### src/msc_defs.svh
// Register offsets, field positions and reset values for the step config bank
`ifndef MSC_DEFS_SVH
`define MSC_DEFS_SVH

`define MSC_ADDR_W        8
`define MSC_DATA_W        16
`define MSC_OFF_STEP7     8'h97
`define MSC_OFF_STEP8     8'h98
`define MSC_RST_STEP7     16'h0007
`define MSC_RST_STEP8     16'h0008
`define MSC_BIT_EN        15
`define MSC_GAIN_HI       14
`define MSC_GAIN_LO       13
`define MSC_BIT_NEG       4
`define MSC_POS_HI        3
`define MSC_POS_LO        0
`define MSC_WR_MASK       16'hE01F
`define MSC_POS_INTERNAL  4'h8
`define MSC_POS_SHORT     4'h9
`define MSC_POS_TDAC      4'hA
`define MSC_POS_ANALOG_POWER_RAIL      4'hE
`define MSC_POS_DIGITAL_POWER_RAIL      4'hF

`endif

### src/msc_pkg.sv
// Types shared by the step configuration bank
`default_nettype none
package msc_pkg;
	// Decoded converter gain
	typedef enum logic [1:0] {
		MSC_GAIN_X1 = 2'b00,
		MSC_GAIN_X2 = 2'b01,
		MSC_GAIN_X4 = 2'b10
	} msc_gain_t;

	// Negative input source
	typedef enum logic [1:0] {
		MSC_NEG_GND  = 2'b00,
		MSC_NEG_CH7  = 2'b01,
		MSC_NEG_AUTO = 2'b10
	} msc_neg_t;

	// Register access state
	typedef enum logic [1:0] {
		MSC_ST_IDLE  = 2'b00,
		MSC_ST_WRITE = 2'b01,
		MSC_ST_READ  = 2'b10
	} msc_state_t;
endpackage : msc_pkg
`default_nettype wire

### src/msc_step_reg.sv
// One 16-bit step configuration register with writable field mask
`timescale 1ns/1ps
`default_nettype none
`include "msc_defs.svh"
module msc_step_reg
	import msc_pkg::*;
#(
	parameter logic [15:0] RST_VAL = `MSC_RST_STEP7
)(
	// Clock and reset
	input  wire logic        i_clk,
	input  wire logic        i_rstn,
	// Write port
	input  wire logic        i_we,
	input  wire logic [15:0] i_wdata,
	// Stored value
	output logic      [15:0] o_value
);
	logic [15:0] value_q;

	// Reserved bits are never stored, so they read zero
	always_ff @(posedge i_clk or negedge i_rstn)
	begin
		if (!i_rstn)
			value_q <= RST_VAL;
		else if (i_we)
			value_q <= i_wdata & `MSC_WR_MASK;
	end

	assign o_value = value_q;
endmodule : msc_step_reg
`default_nettype wire

### src/msc_step_decode.sv
// Decode of one step's fields into converter settings
`timescale 1ns/1ps
`default_nettype none
`include "msc_defs.svh"
module msc_step_decode
	import msc_pkg::*;
(
	// Register value
	input  wire logic [15:0] i_value,
	// Decoded settings
	output logic             o_include,
	output msc_gain_t        o_gain,
	output logic [3:0]       o_pos_sel,
	output msc_neg_t         o_neg_src
);
	logic [1:0] gain_field;
	logic [3:0] pos_field;

	assign gain_field = i_value[`MSC_GAIN_HI:`MSC_GAIN_LO];
	assign pos_field  = i_value[`MSC_POS_HI:`MSC_POS_LO];
	assign o_include  = i_value[`MSC_BIT_EN];
	assign o_pos_sel  = pos_field;

	// Gain: 10b and 11b both give gain 4
	always_comb
	begin
		case (gain_field)
			2'b00:   o_gain = MSC_GAIN_X1;
			2'b01:   o_gain = MSC_GAIN_X2;
			default: o_gain = MSC_GAIN_X4;
		endcase
	end

	// Internal sources pick their own negative input
	always_comb
	begin
		if (pos_field >= `MSC_POS_INTERNAL)
			o_neg_src = MSC_NEG_AUTO;
		else if (i_value[`MSC_BIT_NEG])
			o_neg_src = MSC_NEG_CH7;
		else
			o_neg_src = MSC_NEG_GND;
	end
endmodule : msc_step_decode
`default_nettype wire

### src/msc_bank.sv
// Step 7 and step 8 configuration registers of the converter sequencer
//
// The address-and-strobe port was chosen for this implementation.
`timescale 1ns/1ps
`default_nettype none
`include "msc_defs.svh"
module msc_bank
	import msc_pkg::*;
(
	// Clock and reset
	input  wire logic                   i_clk,
	input  wire logic                   i_rstn,
	// Register port
	input  wire logic [`MSC_ADDR_W-1:0] i_addr,
	input  wire logic [`MSC_DATA_W-1:0] i_wdata,
	input  wire logic                   i_wr,
	input  wire logic                   i_rd,
	output logic      [`MSC_DATA_W-1:0] o_rdata,
	// Step 7 settings
	output logic                        o_s7_include,
	output msc_gain_t                   o_s7_gain,
	output logic      [3:0]             o_s7_pos_sel,
	output msc_neg_t                    o_s7_neg_src,
	// Step 8 settings
	output logic                        o_s8_include,
	output msc_gain_t                   o_s8_gain,
	output logic      [3:0]             o_s8_pos_sel,
	output msc_neg_t                    o_s8_neg_src
);
	////////////////////////////////////////////////////////////////////////
	logic [15:0] s7_value;
	logic [15:0] s8_value;
	logic        s7_we;
	logic        s8_we;
	logic        s7_inc_c;
	logic        s8_inc_c;
	msc_gain_t   s7_gain_c;
	msc_gain_t   s8_gain_c;
	logic [3:0]  s7_pos_c;
	logic [3:0]  s8_pos_c;
	msc_neg_t    s7_neg_c;
	msc_neg_t    s8_neg_c;
	logic [15:0] rdata_d;

	// Reset words as constants, so their fields can be sliced
	localparam logic [15:0] RST7 = `MSC_RST_STEP7;
	localparam logic [15:0] RST8 = `MSC_RST_STEP8;

	// Address decode of the write strobe
	assign s7_we = i_wr && (i_addr == `MSC_OFF_STEP7);
	assign s8_we = i_wr && (i_addr == `MSC_OFF_STEP8);

	////////////////////////////////////////////////////////////////////////
	// Storage
	msc_step_reg #(.RST_VAL(`MSC_RST_STEP7)) u_s7 (
		.i_clk   (i_clk),
		.i_rstn  (i_rstn),
		.i_we    (s7_we),
		.i_wdata (i_wdata),
		.o_value (s7_value)
	);
	msc_step_reg #(.RST_VAL(`MSC_RST_STEP8)) u_s8 (
		.i_clk   (i_clk),
		.i_rstn  (i_rstn),
		.i_we    (s8_we),
		.i_wdata (i_wdata),
		.o_value (s8_value)
	);

	// Field decode
	msc_step_decode u_d7 (
		.i_value   (s7_value),
		.o_include (s7_inc_c),
		.o_gain    (s7_gain_c),
		.o_pos_sel (s7_pos_c),
		.o_neg_src (s7_neg_c)
	);
	msc_step_decode u_d8 (
		.i_value   (s8_value),
		.o_include (s8_inc_c),
		.o_gain    (s8_gain_c),
		.o_pos_sel (s8_pos_c),
		.o_neg_src (s8_neg_c)
	);

	////////////////////////////////////////////////////////////////////////
	// Read mux; unmapped addresses read zero
	always_comb
	begin
		case (i_addr)
			`MSC_OFF_STEP7: rdata_d = s7_value;
			`MSC_OFF_STEP8: rdata_d = s8_value;
			default:        rdata_d = 16'h0000;
		endcase
	end

	// Read data valid only in the cycle after the strobe
	always_ff @(posedge i_clk or negedge i_rstn)
	begin
		if (!i_rstn)
			o_rdata <= 16'h0000;
		else if (i_rd)
			o_rdata <= rdata_d;
		else
			o_rdata <= 16'h0000;
	end

	// Registered step settings, reset to decoded reset values
	always_ff @(posedge i_clk or negedge i_rstn)
	begin
		if (!i_rstn)
		begin
			o_s7_include <= 1'b0;
			o_s7_gain    <= MSC_GAIN_X1;
			o_s7_pos_sel <= RST7[`MSC_POS_HI:`MSC_POS_LO];
			o_s7_neg_src <= MSC_NEG_GND;
			o_s8_include <= 1'b0;
			o_s8_gain    <= MSC_GAIN_X1;
			o_s8_pos_sel <= RST8[`MSC_POS_HI:`MSC_POS_LO];
			o_s8_neg_src <= MSC_NEG_AUTO;
		end
		else
		begin
			o_s7_include <= s7_inc_c;
			o_s7_gain    <= s7_gain_c;
			o_s7_pos_sel <= s7_pos_c;
			o_s7_neg_src <= s7_neg_c;
			o_s8_include <= s8_inc_c;
			o_s8_gain    <= s8_gain_c;
			o_s8_pos_sel <= s8_pos_c;
			o_s8_neg_src <= s8_neg_c;
		end
	end
endmodule : msc_bank
`default_nettype wire

### config.mk
export PLATFORM = sky130hd
export DESIGN_NAME = msc_bank
export DESIGN_NICKNAME = d
export VERILOG_FILES = /design/src/msc_pkg.sv /design/src/msc_step_reg.sv /design/src/msc_step_decode.sv /design/src/msc_bank.sv
export VERILOG_INCLUDE_DIRS = /design/src /design/src/src
export SDC_FILE = /design/constraint.sdc
export NUM_CORES = 1
export LEC_CHECK = 0
export BUFFER_PORTS_ARGS = -buffer_cell sky130_fd_sc_hd__buf_2
export CORE_MARGIN = 5
export CORE_UTILIZATION = 45
export DETAILED_ROUTE_END_ITERATION = 8
export GPL_TIMING_DRIVEN = 0
export PLACE_DENSITY = 0.68
export SLEW_MARGIN = 0
export SYNTH_ARGS = -nofsm -noshare
export SYNTH_HDL_FRONTEND = slang
export SYNTH_HIERARCHICAL = 1
export SYNTH_SLANG_ARGS = --single-unit
export TNS_END_PERCENT = 1
### constraint.sdc
create_clock -name i_clk -period 2.6 [get_ports i_clk]
set_clock_uncertainty 0.1 [all_clocks]
set_input_delay 0.26 -clock i_clk [delete_from_list [all_inputs] [get_ports i_clk]]
set_output_delay 0.26 -clock i_clk [all_outputs]
set_load 0.05 [all_outputs]
# Yosys cells after proc, flatten, opt, wreduce, memory -nomap -nowiden
# Index checks and enable logic that the tools add are counted.
[word_totals] register_bits=50 inputBits=28
[classes] order_cmp=2 n_eq_ne=4 n_mux=8 reduce_logical=4
[ops] op="one-hot mux 16 bit (2 select lines)" count=1
[ops] op="== test 8 bit, second input constant" count=2
[ops] op="2-to-1 mux 16 bit" count=1
[ops] op="greater-or-equal comparator 4 bit, second input constant" count=2
[ops] op="one-hot mux 2 bit (2 select lines)" count=2
[ops] op="== test 2 x 1 -> 1 bit, second input constant" count=2
[ops] op="zero test 2 bit" count=2
[ops] op="2-to-1 mux 2 bit" count=2
[ops] op="logical AND 1 bit" count=2
[ops] op="2-to-1 mux 1 bit" count=2

# Logic depth before layout (Yosys ltp)
# Gate-level depths: netlist of run 1.
[depth] ltp_word=3 ltp_mapped=6 ltp_nobuf=3

# Modules after synthesis
# The synthesis of run 1 kept the hierarchy.
[by_module_without_submodules] mod="msc_bank" n_inst=1 cells_per_inst=76 area_per_inst_um2=1147.4 seq_area_each_um2=857.1
[by_module_without_submodules] mod="msc_step_reg (u_s7)" n_inst=1 cells_per_inst=26 area_per_inst_um2=399.1 seq_area_each_um2=203.9
[by_module_without_submodules] mod="msc_step_reg (u_s8)" n_inst=1 cells_per_inst=26 area_per_inst_um2=396.6 seq_area_each_um2=201.4
[by_module_without_submodules] mod="msc_step_decode" n_inst=2 cells_per_inst=9 area_per_inst_um2=57.6 seq_area_each_um2=0.0

# Worst setup path after synthesis of run 1
# OpenSTA, ideal clock, no wires.
[synth_path] kind="input -> register" startpoint="in i_addr[3]" endpoint="reg u_s7.value_q[13], in the netlist u_s7/o_value[13]" setup_time_ns=0.125 arrival_ns=1.363 required_ns=2.375 slack_ns=1.011 stages=6 n_path_buf=3 path_cell_list="and4b_1 -> buf_6 -> clkbuf_8 -> and3_1 -> buf_6 -> mux2_4"
[synth_between] elab_chain_cells=2
[synth_lines] item="from (decl)" line="msc_bank.sv:14" source="input wire logic [`MSC_ADDR_W-1:0] i_addr,"
[synth_lines] item="== test 8 bit"
[synth_lines] item="logical AND 1 bit" line="msc_bank.sv:50" source="assign s7_we = i_wr && (i_addr == `MSC_OFF_STEP7);"
[synth_lines] item="named net s7_we" line="msc_bank.sv:33" source="logic s7_we;"
[synth_lines] item="to (signal assigned)" line="msc_step_reg.sv:27" source="value_q <= i_wdata & `MSC_WR_MASK;"
[synth_lines] item="to (decl)" line="msc_step_reg.sv:19" source="logic [15:0] value_q;"
# The timed path passes the listed nets, and every way through them passes these cells.
# A chain may end at the register's enable or synchronous reset.

# Worst setup path after layout of run 1
[layout_path] startpoint="in i_addr[0]" endpoint="reg u_s8.value_q[14], in the netlist u_s8/o_value[14]"
[layout_between] elab_chain_cells=2
[layout_lines] item="== test 8 bit"
[layout_lines] item="logical AND 1 bit" line="msc_bank.sv:51" source="assign s8_we = i_wr && (i_addr == `MSC_OFF_STEP8);"
[layout_lines] item="named net s8_we" line="msc_bank.sv:34" source="logic s8_we;"
[layout_lines] item="to (signal assigned)" line="msc_step_reg.sv:27"
[layout_lines] item="to (decl)" line="msc_step_reg.sv:19"
# The timed path passes the listed nets, and every way through them passes these cells.

==> results_dict.tcl, run 1 <==
set metrics [dict create \
    status "completed" \
    antenna_cells 0 \
    drt_iter0_drc 82 \
    synth.largest_area_cell "dfrtp_1" \
    fin_ws_ps 995 \
    antenna_left 0 \
    cts_made_buffers 5 \
    grt_max_degree 51 \
    root_buffer "clkbuf_8" \
    cts_setup_buffers 0 \
    synth_commonest_cells "41 x dfrtp_1, 26 x buf_4, 16 x mux2_4, 16 x nor2_1, 15 x a22oi_1" \
    synth-edff-count 0 \
    ys_seq_area_share_pct 61.3 \
    synth_cells 146 \
    rsz0062_at_grt "false" \
    netlist.area_leader.share_pct 49.8 \
    cp.required_ps 2680 \
    rows 24 \
    clkSinkCount 50 \
    io-pin-count 62 \
    final.setup.tns_ps 0 \
    hpwl_mm 2.52 \
    cp_max_fo 8 \
    fillers 386 \
    post-synth-top-count-cell "dfrtp_1" \
    report.final.slew_viol_count 0 \
    clk_pin_slew_worst_paths_ps 90 \
    crit_path_top_delay_cell "nor4b_4" \
    place.gp.congestion 0.681 \
    start_kind "primary input" \
    crit_buf_inv 2 \
    async_flop_share_pct 100 \
    start_util_pct 46.9 \
    totalWireLength_mm 3.62 \
    place_ws_ps 668 \
    finalNonFillerCells 272 \
    tightest_slew_ps 1070 \
    vias 1209 \
    slew_headroom_pct 29.0 \
    arrival_ps 1690 \
    crit_chain "buf_2, nor4b_4, and3_2, buf_6, mux2_4" \
    clockBufferDepth 2 \
    fin_hold_ws_ps 60.5 \
    min_period_ps 1600 \
    crit_path_max_incr_delay_ps 550 \
    grt_pass1_vias 1232 \
    die_x_um 77.6 \
    clk_latency_ps 300 \
    drcViolationCount 0 \
    vias_per_cell 4.44 \
    path_delay_family "simple AND/OR/NAND/NOR gates" \
    setup_viol 0 \
    synthDistinctLibCells 19 \
    syn_to_final_growth_pct 22.3 \
    overflow 0 \
    synthTopCellsByArea "dfrtp_1 50%, mux2_4 12%, dfstp_2 11%, buf_4 9.5%, a22oi_1 5.5%" \
    globalRouteTotalUtil_pct 13.2 \
    min_path_type "in2async" \
    multi_input_area_um2 574 \
    crit_type "in2reg" \
    numPlacedInstances 265 \
    critPathCaptureType "flip-flop" \
    first_pass_iters 4 \
    cts_max_level 2 \
    synth.yosys.warnings 6 \
    synth_seq_cells 50 \
    cts_tree "built" \
    dieArea_mm2 0.00603 \
    fin_crit_sh_pct 61.7 \
    vdd_ir_drop_max_mv 0.240 \
    nets 248 \
    drive_gt1_share_pct 54.1 \
    dieHeight_um 77.6 \
    synth_ff_type "dfrtp_1" \
    maxCapViolCount 0 \
    power_density_mw_per_mm2 557 \
    coreArea_mm2 0.00438 \
    synth_area_per_cell_um2 14.1 \
    ctsResizeCount 0 \
    grt_pass1_wl_mm 6.22 \
    syn_area_mm2 0.00206 \
    total_leakage_power_nw 1.35 \
    hold_viol 0 \
    fin_total_pwr_mw 1.40 \
    register_area_mm2 0.00126 \
    io_buffers 53 \
    antenna_found_initial 0 \
    max_freq_ghz 0.623 \
    cts_hold_buf 0 \
    wl_per_cell_um 13.3 \
]
## cells by family (layout without fill, tap and decap cells)
logic type             after synthesis  count (layout)  synth area share [%]
AOI/OAI and AO/OA                   16              16                  6.08
buffers and inverters               36              96                  13.3
DFF                                 50              50                  61.3
muxes                               16              16                  11.7
other                                2              16                 0.365
and+or+nand+nor                     26              26                  7.23
## area by class of cell
cell class / instances / area share, %
well taps: 52 / 2.58
plain buffers: 36 / 10.9
clock buffers: 7 / 3.03
repair buffers: 53 / 10.5
multi-input cells: 74 / 22.8
flip-flops and latches: 50 / 50.1
## stage by stage
stage	area [µm²]	util (%)
after floorplan	2110	-
after global routing	2520	57.4
after detailed placement	2440	55.7
final	2520	57.4
after CTS	2520	57.4
after global placement	2440	55.7
## report_power, final
group          switching [mW]  internal [mW]  total [mW]  leakage (nW)
sequential             0.0134          0.807       0.821         0.661
combinational          0.0959         0.0684       0.164         0.655
clock                   0.231          0.186       0.416        0.0383
## worst reg2reg max path, stage by stage (launching register included)
cell and delay [ps]:
dfstp_2 570, a22oi_1 70, nor2_1 110
## state kept, by name (all words and copies together) (netlist names)
| register | cells |
|---|---|
| o_rdata | 16 |
| u_s7/o_value | 8 |
| u_s8/o_value | 8 |
| o_s7_pos_sel | 4 |
| o_s8_pos_sel | 4 |
| o_s7_gain | 2 |
| o_s7_neg_src | 2 |
| o_s8_gain | 2 |
| o_s8_neg_src | 2 |
| o_s7_include | 1 |
| o_s8_include | 1 |
## layer usage
metal	share of wire, %	wire, µm	vias to the layer above	global-route usage, %
met5	0	0	-	0
met4	2.0	72	0	5.67
met3	7.5	272	6	4.40
met2	46	1680	36	19.3
met1	44	1600	577	17.8
li1	-	-	590	-
## cell usage in the layout (no fill, tap or decap), types with 6 or more instances in the layout
cell / n
dfstp_2: 9
buf_4: 26
dfrtp_1: 41
a22oi_1: 15
buf_2: 54
clkbuf_8: 6
mux2_4: 16
nor2_1: 16
conb_1: 16
clkbuf_1: 6
## path summary, 6_finish.rpt
path | from | to | slack (ps) | cells past startpoint
worst min register to register | u_s8/o_value[3] | o_s8_neg_src[1] | 380 | 1
worst min-delay path | i_rstn | o_rdata[5] | 60 | 1
worst max-delay path | i_addr[0] | u_s8/o_value[14] | 1000 | 5
max in group asynchronous | i_rstn | u_s8/o_value[1] | 1690 | 1
min in group i_clk | i_wdata[0] | u_s8/o_value[0] | 100 | 2
worst max register to register | u_s8/o_value[3] | o_rdata[3] | 1680 | 2
(Power assumes the default switching activity.)
==> run 2, diff against run 1 <==
==> constraint.sdc (replaced) <==
create_clock -name i_clk -period 1.6 [get_ports i_clk]
set_clock_uncertainty 0.1 [all_clocks]
set_input_delay 0.16 -clock i_clk [delete_from_list [all_inputs] [get_ports i_clk]]
set_output_delay 0.16 -clock i_clk [all_outputs]
set_load 0.05 [all_outputs]
==> run 2 against run 1 <==
Against the previous run: highest routed layer unchanged; worst setup slack worse by 900 ps; critical path type unchanged; clock power up 64%; final area up 1.3%; critical endpoint is now u_s8/o_value[4]; non-clock buffer count up 3; critical path depth unchanged; hold slack worse by 52 ps; flip-flop and latch count unchanged; combinational power up 67%; register-to-register slack worse by 1000 ps.
==> results_dict.tcl, run 2 (same netlist as run 1, synthesis figures left out) <==
set metrics [dict create \
    crit_type "in2reg" \
    first_pass_iters 4 \
    slew_headroom_pct 55.8 \
    clkSinkCount 50 \
    dieArea_mm2 0.00603 \
    vdd_ir_drop_max_mv 0.397 \
    io-pin-count 62 \
    globalRouteTotalUtil_pct 13.3 \
    report.final.slew_viol_count 0 \
    syn_to_final_growth_pct 23.9 \
    rsz0062_at_grt "false" \
    drive_gt1_share_pct 53.4 \
    clockBufferDepth 2 \
    cp.required_ps 1690 \
    clk_latency_ps 300 \
    grt_pass1_vias 1247 \
    vias_per_cell 4.45 \
    fin_crit_sh_pct 94.1 \
    final_common_cell "buf_2" \
    regMostFlops "o_rdata" \
    antenna_left 0 \
    status "completed" \
    cts_made_buffers 5 \
    io_buffers 53 \
    place.gp.congestion 0.681 \
    tightest_slew_ps 663 \
    start_util_pct 46.9 \
    cts_tree "built" \
    rows 24 \
    min_path_type "in2reg" \
    total_leakage_power_nw 1.37 \
    die_x_um 77.6 \
    dieHeight_um 77.6 \
    final_cell_area_mm2 0.00255 \
    min_period_ps 1510 \
    place_area_mm2 0.00244 \
    vias 1223 \
    largest_reg_flops 16 \
    layout_common_cells "53 x buf_2, 41 x dfrtp_1, 26 x buf_4" \
    antenna_found_initial 0 \
    wl_per_cell_um 13.4 \
    setup_viol 0 \
    start_kind "primary input" \
    overflow 0 \
    final.setup.tns_ps 0 \
    nets 251 \
    drcViolationCount 0 \
    cp_max_fo 8 \
    critPathCaptureType "flip-flop" \
    drt_iter0_drc 73 \
    root_buffer "clkbuf_8" \
    grt_pass1_wl_mm 6.28 \
    maxCapViolCount 0 \
    arrival_ps 1600 \
    cts_max_level 2 \
    coreArea_mm2 0.00438 \
    antenna_cells 0 \
    hold_viol 0 \
    clk_pin_slew_worst_paths_ps 90 \
    fin_total_pwr_mw 2.29 \
    power_density_mw_per_mm2 897 \
    max_freq_ghz 0.664 \
    totalWireLength_mm 3.69 \
    hpwl_mm 2.52 \
    grt_max_degree 51 \
]
## run 2: changes by cell type in the layout (fill, tap and decap cells not counted), sizes merged
cell         previous run  this run
buf                    84        83
clkbuf                 12        13
dlygate4sd3             0         3
## run 2: critical path, cell delays in order
cell and delay [ps]:
buf_2 130, nor4b_4 550, and3_2 280, buf_6 160, mux2_4 310
## run 2: timing repair
action	in CTS	in global routing
setup endpoints to repair	0	33
gates resized for setup	0	1
buffers inserted	0	0
endpoints found under the hold margin	25	0
hold buffers	3	0
## run 2: final cells by class
cell class	count	area, µm²
Multi-Input combinational cell	74	574
Sequential cell	50	1260
Clock buffer	7	76.3
Buffer	36	274
Timing Repair Buffer	56	298
Tap cell	52	65.1
Fill cell	381	1830
## run 2: path summary, 6_finish.rpt
| check | slack [ps] | cells after the start | start | to |
|---|---|---|---|---|
| setup / recovery | 90 | 5 | i_addr[0] | u_s8/o_value[4] |
| hold / removal | 9 | 2 | i_wdata[2] | u_s7/o_value[2] |
| setup reg to reg | 680 | 2 | u_s8/o_value[3] | o_rdata[3] |
| hold reg to reg | 380 | 1 | u_s8/o_value[3] | o_s8_neg_src[1] |
| max in group asynchronous | 610 | 2 | i_rstn | u_s8/o_value[1] |
| min in group asynchronous | 350 | 2 | i_rstn | o_s7_neg_src[1] |
## run 2: layer usage
layer | vias up | GRT usage, % | routed length [µm]
li1 | 595 | - | -
met4 | 0 | 5.67 | 72
met2 | 36 | 19.3 | 1680
met5 | - | 0 | 0
met3 | 6 | 4.51 | 274
met1 | 586 | 18.1 | 1660
## run 2: power by group
part | internal [mW] | switching [mW] | leakage (nW)
combinational | 0.117 | 0.157 | 0.668
clock | 0.302 | 0.379 | 0.0383
sequential | 1.31 | 0.0218 | 0.661
total | 1.73 | 0.558 | 1.37
## run 2: metrics by stage
stage	setup slack [ps]	hold slack, ps	utilization (%)	std cells
2_1_floorplan	111	-236	-	160
3_3_place_gp	-218	307	55.7	265
3_5_place_dp	-232	313	55.7	265
4_1_cts	93.0	2.97	58.1	275
5_1_grt	13.0	2.63	58.2	275
6_report	93.9	8.91	58.2	275
==> run 3, diff against run 2 <==
--- a/config.mk
+++ b/config.mk
@@ -8,10 +8,11 @@
 export LEC_CHECK = 0
 export BUFFER_PORTS_ARGS = -buffer_cell sky130_fd_sc_hd__buf_2
 export CORE_MARGIN = 5
-export CORE_UTILIZATION = 45
+export CORE_UTILIZATION = 51
+export CTS_CLUSTER_DIAMETER = 60
 export DETAILED_ROUTE_END_ITERATION = 8
 export GPL_TIMING_DRIVEN = 0
-export PLACE_DENSITY = 0.68
+export PLACE_DENSITY = 0.76
 export SLEW_MARGIN = 0
 export SYNTH_ARGS = -nofsm -noshare
 export SYNTH_HDL_FRONTEND = slang
==> run 3 against run 2 <==
Against the previous run: clock-buffer cell count decreased by 1; global-route usage is 2.2 points higher; critical path type unchanged; highest routed layer unchanged; largest cell class unchanged; wire length fell by 1.5%; critical path depth unchanged; sequential power about the same.
==> results_dict.tcl, run 3 (same netlist as run 1, synthesis figures left out) <==
set metrics [dict create \
    status "completed" \
    wl_met1_mm 1.46 \
    die_x_um 73.5 \
    tightest_slew_ps 1070 \
    cts_setup_buffers 0 \
    fin_ws_ps 119 \
    final.setup.tns_ps 0 \
    first_pass_iters 4 \
    clk_latency_ps 300 \
    place_area_mm2 0.00244 \
    vdd_ir_drop_max_mv 0.389 \
    nets 252 \
    grt_max_degree 51 \
    dieArea_mm2 0.00541 \
    clockBufferDepth 2 \
    cp_max_fo 8 \
    finalNonFillerCells 275 \
    layout_common_cells "54 x buf_2, 41 x dfrtp_1, 26 x buf_4" \
    place.gp.congestion 0.702 \
    drcViolationCount 0 \
    rsz0062_at_grt "false" \
    start_kind "primary input" \
    report.final.slew_viol_count 0 \
    grt_pass1_vias 1298 \
    start_util_pct 52.2 \
    hold_viol 0 \
    drt_iter0_drc 41 \
    overflow 0 \
    globalRouteTotalUtil_pct 15.4 \
    wl_per_cell_um 13.2 \
    antenna_cells 0 \
    totalWireLength_mm 3.63 \
    maxCapViolCount 0 \
    slew_headroom_pct 28.5 \
    vias 1263 \
    antenna_left 0 \
    arrival_ps 1560 \
    fin_hold_ws_ps 8.52 \
    cp.required_ps 1680 \
    cts_made_buffers 5 \
    min_period_ps 1480 \
    cts_max_level 2 \
    root_buffer "clkbuf_8" \
    io-pin-count 62 \
    io_buffers 53 \
    total_leakage_power_nw 1.38 \
    max_freq_ghz 0.675 \
    largest_reg_flops 16 \
    power_density_mw_per_mm2 915 \
    crit_path_max_incr_delay_ps 530 \
    syn_to_final_growth_pct 25.0 \
    crit_path_top_delay_cell "nor4b_4" \
    final_cell_area_mm2 0.00257 \
    min_path_type "in2reg" \
    crit_chain "buf_2, nor4b_4, and3_2, buf_6, mux2_4" \
    crit_type "in2reg" \
    rows 23 \
    dieHeight_um 73.5 \
    hpwl_mm 2.52 \
    fin_crit_sh_pct 92.5 \
    setup_viol 0 \
    vias_per_cell 4.59 \
    ctsResizeCount 0 \
    final_common_cell "buf_2" \
    regMostFlops "o_rdata" \
    cts_tree "built" \
    dr.max_layer_used "met4" \
    drive_gt1_share_pct 54.2 \
    wl_met2_mm 1.90 \
    clkSinkCount 50 \
    place_ws_ps -182 \
    dr_wl_met3_um 238 \
    coreArea_mm2 0.00394 \
    numPlacedInstances 263 \
    critPathCaptureType "flip-flop" \
    grt_pass1_wl_mm 6.20 \
    antenna_found_initial 0 \
    clk_pin_slew_worst_paths_ps 90 \
]
[run 3: critical path, delay by kind of cell]
family | cells | cell delay [ps]
buf+inv | 2 | 280
mux | 1 | 310
simple gates | 2 | 800
[run 3: layer usage]
layer  track usage (%)  vias to the layer above
li1                  -                      598
met1              18.9                      627
met2              25.6                       33
met3              5.34                        5
met4              4.83                        0
met5                 0                        -
[run 3: timing repair]
action	in CTS	in global routing
hold buffers	2	2
endpoints found under the hold margin	42	2
endpoints found under the setup margin	0	0
[run 3: worst paths after layout]
| check | start | end | slack, ps | depth (start not counted) |
|---|---|---|---|---|
| worst min register to register | u_s8/o_value[3] | o_s8_neg_src[1] | 380 | 1 |
| min in group asynchronous | i_rstn | o_s7_neg_src[0] | 500 | 2 |
| worst max register to register | u_s7/o_value[0] | o_rdata[0] | 650 | 2 |
| worst min-delay path | i_wdata[14] | u_s8/o_value[14] | 9 | 2 |
| max in group asynchronous | i_rstn | o_s8_pos_sel[0] | 250 | 2 |
| worst max-delay path | i_addr[0] | u_s8/o_value[1] | 120 | 5 |
[run 3: layout make-up]
cell class | count | area (µm²)
Buffer | 36 | 274
Sequential cell | 50 | 1260
Timing Repair Buffer | 57 | 305
Fill cell | 301 | 1370
Clock buffer | 6 | 82.6
Multi-Input combinational cell | 74 | 574
Clock inverter | 2 | 12.5
Tap cell | 50 | 62.6
[run 3: report_power, final]
| part | switching [mW] | total (mW) | leakage, nW | internal [mW] |
|---|---|---|---|---|
| logic | 0.157 | 0.274 | 0.672 | 0.117 |
| clock network | 0.398 | 0.746 | 0.0472 | 0.348 |
| registers | 0.0231 | 1.34 | 0.661 | 1.31 |
[run 3: through the flow]
| stage | utilization, % | power, mW |
|---|---|---|
| 6_report | 65.3 | 2.36 |
| 5_1_grt | 65.3 | 2.48 |
| 4_1_cts | 64.8 | 2.37 |
| 3_5_place_dp | 61.9 | 1.63 |
| 3_3_place_gp | 61.9 | 1.62 |
| 2_1_floorplan | - | 1.54 |
